### src/mac_pkg.sv
// Package for the multiply-accumulate block: modes, widths and operand carriers.
// Assumes one fabric clock and an active-low asynchronous reset at the multiply-accumulate block.
package mac_pkg;

   // Operating modes, fixed by configuration.
   typedef enum logic [1:0]
   {
      MODE_NORMAL = 2'h0,
      MODE_DUAL = 2'h1,
      MODE_QUAD = 2'h2,
      MODE_FLOAT = 2'h3
   } mode_e;

   // Arithmetic stage operation.
   typedef enum logic [1:0]
   {
      OP_PRODUCT = 2'h0,
      OP_ADD = 2'h1,
      OP_SUB = 2'h2,
      OP_ACC = 2'h3
   } op_e;

   localparam int A_W = 19;
   localparam int B_W = 18;
   localparam int ACC_W = 48;
   localparam int SH_W = 4;
   localparam int DUAL_W = 24;
   localparam int QUAD_W = 12;
   // Lane operand widths.
   localparam int D0A_W = 11;
   localparam int D0B_W = 10;
   localparam int D1_W = 8;
   localparam int Q0A_W = 7;
   localparam int Q0B_W = 6;
   localparam int Q1_W = 4;
   // Bit offsets of the lane fields inside the packed A and B operand words.
   localparam int D1_OFS = 11;
   localparam int D1B_OFS = 10;
   localparam int Q_STEP_A = 4;
   localparam int Q1_OFS_A = 7;
   localparam int Q1_OFS_B = 6;
   // BFLOAT16 layout.
   localparam int BF_W = 16;
   localparam int BF_EXP_W = 8;
   localparam int BF_MAN_W = 7;
   localparam logic [7:0] BF_BIAS = 8'h7F;

   // Operands presented by the fabric in one cycle.
   typedef struct packed
   {
      logic [A_W-1:0] a;
      logic [B_W-1:0] b;
      logic [ACC_W-1:0] c;
      logic [SH_W-1:0] shift;
      op_e op;
   } operands_s;

endpackage : mac_pkg

### src/mac_block.sv
// Configurable multiply-accumulate block with lane splitting and right shift.
// Assumes operands from fabric logic on ref_clk_i; mode and signedness static.
//
// Contract
// - Normal: one 19x18 product, 48-bit add/sub.
// - Dual: 11x10 and 8x8, two 24-bit adders.
// - Quad: 7x6 and three 4x4, 12-bit adders.
// - Quad 7x6 lane output truncated to 12 bits.
// - Float: unrounded BFLOAT16 fused multiply-add.
// - 4-bit right shift on one, two, four lanes.
// - One signedness choice for all packed functions.
// - Product from A and B, optionally into adder.
// - Add, subtract or accumulate across cycles.
`timescale 1ns/1ns
module mac_block
#(
   parameter mac_pkg::mode_e MODE = mac_pkg::MODE_NORMAL,
   parameter bit SIGNED = 1'b1
)
(
   // Clock and reset.
   input wire logic ref_clk_i,
   input wire logic resetn_i,
   // Operands from fabric.
   input wire logic valid_i,
   input wire mac_pkg::operands_s opnd_i,
   // Result to fabric.
   output logic valid_o,
   output logic [mac_pkg::ACC_W-1:0] result_o
);

   // Multiply with the one static signedness choice.
   // shared signedness
   function automatic logic [47:0] mul(input logic [18:0] x, input logic [17:0] y,
                                       input int xw, input int yw);
      logic signed [47:0] xs;
      logic signed [47:0] ys;
      xs = 48'(x);
      ys = 48'(y);
      if (SIGNED)
      begin
         xs = (xs <<< (48 - xw)) >>> (48 - xw);
         ys = (ys <<< (48 - yw)) >>> (48 - yw);
      end
      return 48'(xs * ys);
   endfunction : mul

   // Shift right, arithmetic when signed.
   function automatic logic [47:0] shr(input logic [47:0] v, input int w, input logic [3:0] s);
      logic signed [47:0] t;
      t = signed'(v << (48 - w));
      t = SIGNED ? (t >>> s) : signed'(48'(v << (48 - w)) >> s);
      return 48'(t) >> (48 - w);
   endfunction : shr

   // Lane combine: product, add, subtract or accumulate.
   function automatic logic [47:0] arith(input mac_pkg::op_e op, input logic [47:0] p,
                                         input logic [47:0] c, input logic [47:0] acc);
      case (op)
         mac_pkg::OP_ADD: return p + c;
         mac_pkg::OP_SUB: return c - p;
         mac_pkg::OP_ACC: return acc + p;
         default: return p;
      endcase
   endfunction : arith

   // Result state and the operand fields that every lane slices.
   logic [mac_pkg::ACC_W-1:0] result_q;
   logic [mac_pkg::ACC_W-1:0] result_d;
   logic valid_q;
   wire logic [18:0] a = opnd_i.a;
   wire logic [17:0] b = opnd_i.b;
   wire logic [47:0] c = opnd_i.c;
   wire logic [3:0] sh = opnd_i.shift;

   wire logic [47:0] n_p = mul(a, b, mac_pkg::A_W, mac_pkg::B_W);
   wire logic [47:0] n_s = arith(opnd_i.op, n_p, c, result_q);
   wire logic [47:0] n_r = shr(n_s, mac_pkg::ACC_W, sh);

   wire logic [47:0] d0_p = mul(19'(a[10:0]), 18'(b[9:0]), mac_pkg::D0A_W, mac_pkg::D0B_W);
   wire logic [47:0] d1_p = mul(19'(a[18:11]), 18'(b[17:10]), mac_pkg::D1_W, mac_pkg::D1_W);
   wire logic [47:0] d0_s = arith(opnd_i.op, d0_p, 48'(c[23:0]), 48'(result_q[23:0]));
   wire logic [47:0] d1_s = arith(opnd_i.op, d1_p, 48'(c[47:24]), 48'(result_q[47:24]));
   wire logic [23:0] d0_r = 24'(shr(d0_s, mac_pkg::DUAL_W, sh));
   wire logic [23:0] d1_r = 24'(shr(d1_s, mac_pkg::DUAL_W, sh));

   wire logic [47:0] q0_p = mul(19'(a[6:0]), 18'(b[5:0]), mac_pkg::Q0A_W, mac_pkg::Q0B_W);
   wire logic [47:0] q1_p = mul(19'(a[10:7]), 18'(b[9:6]), mac_pkg::Q1_W, mac_pkg::Q1_W);
   wire logic [47:0] q2_p = mul(19'(a[14:11]), 18'(b[13:10]), mac_pkg::Q1_W, mac_pkg::Q1_W);
   wire logic [47:0] q3_p = mul(19'(a[18:15]), 18'(b[17:14]), mac_pkg::Q1_W, mac_pkg::Q1_W);
   wire logic [47:0] q0_t = 48'(q0_p[11:0]);
   wire logic [47:0] q0_s = arith(opnd_i.op, q0_t, 48'(c[11:0]), 48'(result_q[11:0]));
   wire logic [47:0] q1_s = arith(opnd_i.op, q1_p, 48'(c[23:12]), 48'(result_q[23:12]));
   wire logic [47:0] q2_s = arith(opnd_i.op, q2_p, 48'(c[35:24]), 48'(result_q[35:24]));
   wire logic [47:0] q3_s = arith(opnd_i.op, q3_p, 48'(c[47:36]), 48'(result_q[47:36]));
   wire logic [47:0] q_r = {12'(shr(q3_s, mac_pkg::QUAD_W, sh)),
                            12'(shr(q2_s, mac_pkg::QUAD_W, sh)),
                            12'(shr(q1_s, mac_pkg::QUAD_W, sh)),
                            12'(shr(q0_s, mac_pkg::QUAD_W, sh))};

   // Float lane: addend from c, or from the stored result when accumulating.
   // fused float lane
   wire logic [15:0] f_acc = (opnd_i.op == mac_pkg::OP_ACC) ? result_q[15:0] : c[15:0];
   wire logic [15:0] f_y;
   bf16_fma u_fma
   (
      .a_i(a[15:0]),
      .b_i(b[15:0]),
      .acc_i((opnd_i.op == mac_pkg::OP_PRODUCT) ? 16'h0000 : f_acc),
      .sub_i(opnd_i.op == mac_pkg::OP_SUB),
      .y_o(f_y)
   );

   always_comb
   begin
      case (MODE)
         mac_pkg::MODE_NORMAL: result_d = n_r;
         mac_pkg::MODE_DUAL: result_d = {d1_r, d0_r};
         mac_pkg::MODE_QUAD: result_d = q_r;
         mac_pkg::MODE_FLOAT: result_d = {32'h0000_0000, f_y};
         default: result_d = n_r;
      endcase
   end

   // Result register; holds between valid operands so accumulation spans cycles.
   // accumulate register
   always_ff @(posedge ref_clk_i or negedge resetn_i)
   begin
      if (!resetn_i)
      begin
         result_q <= 48'h0;
         valid_q <= 1'b0;
      end
      else
      begin
         valid_q <= valid_i;
         if (valid_i)
         begin
            result_q <= result_d;
         end
      end
   end

   assign result_o = result_q;
   assign valid_o = valid_q;

   // Operand qualifiers shared by the checks below.
   wire logic plain_take = valid_i && opnd_i.op == mac_pkg::OP_PRODUCT && sh == 4'h0;
   wire logic unshifted_take = valid_i && sh == 4'h0;
endmodule : mac_block

### src/bf16_fma.sv
// BFLOAT16 fused multiply-add: result = acc_i +/- a_i * b_i, product not rounded.
// Assumes normal numbers; zero exponent is flushed to zero, result is truncated.
`timescale 1ns/1ns
module bf16_fma
(
   // Operands.
   input wire logic [15:0] a_i,
   input wire logic [15:0] b_i,
   input wire logic [15:0] acc_i,
   input wire logic sub_i,
   // Result.
   output logic [15:0] y_o
);

   // Full 16-bit significand product, kept exact for the addition.
   wire logic sp = a_i[15] ^ b_i[15] ^ sub_i;
   wire logic za = (a_i[14:7] == 8'h00) || (b_i[14:7] == 8'h00);
   wire logic zc = (acc_i[14:7] == 8'h00);
   wire logic [15:0] prod = 16'({1'h1, a_i[6:0]}) * 16'({1'h1, b_i[6:0]});
   wire logic [9:0] pexp = 10'({2'h0, a_i[14:7]}) + 10'({2'h0, b_i[14:7]})
                           - 10'({2'h0, mac_pkg::BF_BIAS}) + 10'h001;
   wire logic [9:0] cexp = {2'h0, acc_i[14:7]};
   // Aligned magnitudes on a 32-bit field with point below bit 30.
   wire logic [31:0] pm = {1'h0, prod, 15'h0000};
   wire logic [31:0] cm = {1'h0, 1'h1, acc_i[6:0], 23'h000000};
   // Exponents compare signed, since a tiny product's exponent wraps below zero.
   wire logic p_big = za ? 1'h0 : (zc ? 1'h1 : ($signed(pexp) >= $signed(cexp)));
   wire logic [9:0] dexp = p_big ? (pexp - cexp) : (cexp - pexp);
   wire logic [31:0] big_m = p_big ? pm : cm;
   wire logic [31:0] sml_raw = za ? 32'h0 : (p_big ? cm : pm);
   wire logic [31:0] sml_m = (zc && p_big) ? 32'h0 :
                             ((dexp > 10'd31) ? 32'h0 : (sml_raw >> dexp[4:0]));
   wire logic big_s = p_big ? sp : acc_i[15];
   wire logic sml_s = p_big ? acc_i[15] : sp;
   wire logic [9:0] big_e = p_big ? pexp : cexp;
   wire logic same = (big_s == sml_s);
   wire logic ge = big_m >= sml_m;
   wire logic [31:0] mag = same ? (big_m + sml_m) : (ge ? big_m - sml_m : sml_m - big_m);
   wire logic rs = same ? big_s : (ge ? big_s : sml_s);

   // Normalise by finding the leading one.
   logic [4:0] lead;
   logic [31:0] norm;
   logic [9:0] e_out;
   always_comb
   begin
      lead = 5'h00;
      for (int i = 0; i < 32; i++)
      begin
         if (mag[i])
         begin
            lead = 5'(i);
         end
      end
      norm = mag << (5'd31 - lead);
      e_out = big_e + 10'(lead) - 10'd30;
      if (mag == 32'h0 || (za && zc) || e_out[9] || e_out == 10'h000)
      begin
         y_o = 16'h0000;
      end
      else if (e_out >= 10'h0FF)
      begin
         y_o = {rs, 8'hFF, 7'h00};
      end
      else
      begin
         y_o = {rs, e_out[7:0], norm[30:24]};
      end
   end

endmodule : bf16_fma

### config.mk
export PLATFORM = sky130hd
export DESIGN_NAME = mac_block
export DESIGN_NICKNAME = d
export VERILOG_FILES = /design/src/mac_pkg.sv /design/src/mac_block.sv /design/src/bf16_fma.sv
export SDC_FILE = /design/constraint.sdc
export NUM_CORES = 1
export LEC_CHECK = 0
export BUFFER_PORTS_ARGS = -buffer_cell sky130_fd_sc_hd__buf_2
export CORE_MARGIN = 2
export CORE_UTILIZATION = 48
export CTS_BUF_LIST = sky130_fd_sc_hd__clkbuf_4 sky130_fd_sc_hd__clkbuf_8
export DETAILED_ROUTE_END_ITERATION = 16
export PLACE_DENSITY = 0.68
export RECOVER_POWER = 100
export SLEW_MARGIN = 20
export SYNTH_ARGS = -nofsm -noshare
export SYNTH_HDL_FRONTEND = slang
export SYNTH_SLANG_ARGS = --single-unit
export TNS_END_PERCENT = 20
### constraint.sdc
create_clock -name ref_clk_i -period 5.2 [get_ports ref_clk_i]
set_clock_uncertainty 0.15 [all_clocks]
set_input_delay 0.26 -clock ref_clk_i [delete_from_list [all_inputs] [get_ports ref_clk_i]]
set_output_delay 0.26 -clock ref_clk_i [all_outputs]
set_load 0.01 [all_outputs]
* Word-level counts from Yosys, hierarchy flattened
Index checks and enable logic that the tools add are counted.
** Operators by class
- $add $sub $neg :: 3
- $mul :: 1
- Shift-type cells :: 1
- Mux-type cells :: 1
- Equality and inequality tests :: 3
** Operator list (number)
- $pmux 48 s3 :: 1
- $add 48x48->48 :: 2
- $sshr 48x4->48 :: 1
- $sub 48x48->48 :: 1
- $mul 19x18->37 :: 1
- $eq 2x2->1 const B :: 2
- $eq 2x1->1 const B :: 1
** Storage, ports and cells
- Word-level logic and storage cells :: 11
- Register bits after elaboration :: 49
- Input bits :: 94

* Logic depth before layout (Yosys ltp)
- Depth in word-level cells :: 4
- Gate-level depth with buffers :: 44
- Depth with buffers taken out :: 40

* Worst setup path after synthesis
Ideal clock, no wire load.
- Kind :: input to register
- Start :: input port opnd_i[54] in the netlist's numbering
- End :: register result_q, in the netlist result_o[42]
- Path slack :: -4.361 ns
- Data required time :: 4.930 ns
- Arrival time :: 9.291 ns
- Buffers on the path :: 7
- Library setup time :: 0.120 ns
- Stages on the path :: 41
- Path through :: clkbuf_1 -> and2_1 -> fa_1 -> fa_1 -> ha_1 -> inv_1 -> fa_1 -> inv_1 -> fa_1 -> inv_1 -> fa_1 -> inv_1 -> ha_1 -> buf_2 -> a31o_2 -> a221o_1 -> o31ai_2 -> a31oi_4 -> [5 not listed] -> buf_2 -> buf_2 -> buf_2 -> buf_2 -> ha_1 -> nand4_1 -> nor4_1 -> a31oi_1 -> o211ai_1 -> nand2_1 -> o31ai_1 -> o21ai_0 -> xnor2_1 -> nor2_1 -> inv_1 -> nand2_1 -> or3_1 -> a31o_2
** On the way
- Cells in the longest elaborated chain, start to end :: 4
** RTL lines
- start, declared :: line mac_block.sv:26 : input wire mac_pkg::operands_s opnd_i,
- $mul 19x18->37 * :: line mac_block.sv:45 : return 48'(xs * ys);
- $add 48x48->48 (tied with other cells) :: line mac_block.sv:62 : mac_pkg::OP_ACC: return acc + p;
- $pmux 48 s3 * :: line mac_block.sv:59 : case (op)
- $sshr 48x4->48 * :: line mac_block.sv:52 : t = SIGNED ? (t >>> s) : signed'(48'(v << (48 - w)) >> s);
- end signal, assigned :: line mac_block.sv:139 : result_q <= result_d;
- end, declared :: line mac_block.sv:68 : logic [mac_pkg::ACC_W-1:0] result_q;
Every way passes the cells marked *; elsewhere a longest branch is shown, timed or not.
A chain may end at the register's enable or synchronous reset.

* Final worst setup path
- Start :: input port opnd_i[60] in the netlist's numbering
- End :: register result_q, in the netlist result_o[26]
Same word-level chain as after synthesis.

==> flow_metrics.env <==
export IMPL_max_clock_path_buffers=2
export IMPL_nNetsFinal=4269
export IMPL_violations="capacitance limit, slew limit, setup timing"
export IMPL_first_pass_iters=6
export IMPL_gp_congestion=0.9746
export IMPL_required_ns=5.26
export IMPL_grt_usage_pct=30.84
export IMPL_die_x_um=228.9
export IMPL_crit_fanout=11
export IMPL_final_common_cell="buf_4"
export IMPL_ys_flop_type="dfrtp_1"
export IMPL_routed_wl_um=82600
export IMPL_worst_skew_pair_late_latency_ns=0.32
export IMPL_antenna_found_initial=7
export IMPL_setup_violations=48
export IMPL_fin_crit_sh_pct=175.9
export IMPL_grt_setup_unrepaired="true"
export IMPL_cts_root_buf="clkbuf_8"
export IMPL_cpMostUsedCell="fa_1"
export IMPL_dieArea_um2=52380
export IMPL_post_route_util_pct=65.65
export IMPL_vias=24850
export IMPL_maxSlewViolCount=50
export IMPL_cts_tree="done"
export IMPL_maxCapViolations=1
export IMPL_start_util_pct=48.48
export IMPL_grt_max_degree=60
export IMPL_cts_buffers_inserted=5
export IMPL_ys_ff_latch=49
export IMPL_cpPeakStageDelay_ns=0.54
export IMPL_crit_slowest_cell="fa_1"
export IMPL_synth_cells=3027
export IMPL_num_io_pins=143
export IMPL_hold_viol=0
export IMPL_yosysWarningCount=0
export IMPL_areaGrowthSynthToFinish_pct=35.41
export IMPL_n_fill_cell=4150
export IMPL_start_kind="primary input"
export IMPL_port_buffers=142
export IMPL_fmax_ghz=0.1094
export IMPL_timing_slew_headroom_pct=-90.36
export IMPL_core_um2=50070
export IMPL_grt_pass1_vias=25540
export IMPL_h_tree_depth=2
export IMPL_hpwlAfterDp_um=66080
export IMPL_syn_area_per_cell_um2=8.019
export IMPL_yosysSeqAreaShare_pct=5.052
export IMPL_die_h_um=228.9
export IMPL_hold_ws_ns=0.3702
export IMPL_drive_gt1_share_pct=33.30
export IMPL_ant_nets=0
export IMPL_min_period_ns=9.145
export IMPL_tightest_slew_ns=2.855
export IMPL_finalWorstSetupSlack_ns=-3.945
export IMPL_grt_first_pass_wirelength_um=131700
export IMPL_grt_overflow=0
export IMPL_critical_path_endpoint_type="register"
export IMPL_layout_common_cells="buf_4, inv_1, fa_1, nand2_1, nor2_1"
export IMPL_drc_errors=0
export IMPL_yosysUniqueCellTypes=91
export IMPL_clk_pin_slew_ns=0.10
export IMPL_clock_sinks=49
export IMPL_crit_arrival_ns=9.20
export IMPL_wire_per_inst_um=19.04
export IMPL_drtIter0Drc=1707
export IMPL_viasPerCell=5.727
export IMPL_syn_area_um2=24270
export IMPL_status="finished with violations"
export IMPL_syn_nets=3633
export IMPL_criticalPathCategory="primary input to register"
export IMPL_rows=82
export IMPL_synthArstFlopShare_pct=100.0
export IMPL_pre_cts_ws_ns=-4.971
export IMPL_holdCritPathClass="primary input to register"
export IMPL_synth_edf_count=0
==> cells in the mapped netlist, types with 28 or more instances <==
library cell  instances  area share [%]
a211oi_1             36             1.1
a21o_1               42             1.3
a21oi_1             166             3.4
a31oi_1              28            0.72
and2_1              185             4.8
and3_1               32            0.82
clkbuf_1            117             1.8
dfrtp_1              49             5.1
fa_1                347              29
ha_1                165             8.5
inv_1               458             7.1
mux2_2               71             3.3
mux2i_1              70             2.9
nand2_1             323             5.0
nand3_1              43            0.89
nor2_1              189             2.9
nor3_1               36            0.74
o21ai_0             129             2.7
xnor2_1              67             2.4
xor2_1               38             1.4
==> through the flow <==
step                cells  setup TNS (ns)  area (um2)
finish               4339         -166.82       32870
global route         4336         -181.91       32860
CTS                  4287         -159.94       31630
detailed placement   4240         -200.25       29880
global placement     4240         -194.47       29880
floorplan            3027         -147.42       24920
==> state kept, by name, indices dropped and copies added (netlist names) <==
signal	flops
result_o	48
valid_o	1
==> final timing paths <==
check,depth (start not counted),from,slack [ns],endpoint
worst max-delay path,36,opnd_i[60],-3.94,result_o[26]$_DFFE_PN0P_
worst min-delay path,1,valid_i,0.37,valid_o$_DFF_PN0_
worst max register to register,23,result_o[0]$_DFFE_PN0P_,-0.02,result_o[26]$_DFFE_PN0P_
worst min register to register,1,result_o[3]$_DFFE_PN0P_,0.39,result_o[3]$_DFFE_PN0P_
max in group asynchronous,2,resetn_i,2.02,result_o[46]$_DFFE_PN0P_
min in group asynchronous,2,resetn_i,1.25,result_o[11]$_DFFE_PN0P_
==> kinds of logic (layout without fill, tap and decap cells) <==
kind of cell    count (synthesis)  count (layout)  synth area share (%)
compound gates                654             654                 18.23
xor+xnor                      110             110                 4.258
fa+ha+maj                     516             516                 37.30
buf+inv                       616            1253                 9.624
flops                          49              49                 5.052
mux                           149             149                 6.923
other cells                     0               3                     0
simple gates                  933             933                 18.62
==> repair_timing <==
action,in CTS,in global routing
hold buffers,0,1
endpoints found under the hold margin,0,49
buffers inserted,38,49
resized for setup,314,223
pin swaps,157,131
gates cloned,2,1
setup endpoints to repair,48,48
==> layer usage <==
metal / share of wire, % / wire length, um / vias to the layer above / global-route usage, %
met3: 6.2 / 5127 / 209 / 3.555
li1: - / - / 11410 / -
met5: 0.068 / 56 / - / 0
met4: 3.8 / 3153 / 8 / 10.11
met1: 40 / 33360 / 12320 / 39.42
met2: 50 / 40910 / 907 / 54.31
==> worst max-delay path, delay by kind of cell <==
kind                     cells  cell delay [ns]
adder cells (fa/ha/maj)      8             3.60
AO/OA/AOI/OAI                9             2.32
AND/OR/NAND/NOR              6             1.32
buffers and inverters        9             0.88
multiplexers                 3             0.58
XOR/XNOR                     1             0.19
==> layout make-up <==
type / instances / area (um2) / share of cell area [%]
well taps: 672 / 840.8 / 2.558
diodes: 3 / 7.507 / 0.02284
inverters: 462 / 1743 / 5.303
clock inverters: 2 / 13.76 / 0.04187
clock buffers: 6 / 76.32 / 0.2322
flip-flops and latches: 49 / 1226 / 3.731
multi-input cells: 2362 / 22830 / 69.47
repair buffers: 783 / 6128 / 18.65
Power is not shown: default switching activity piles up to over one toggle a cycle in this logic, so the estimate is an artifact.
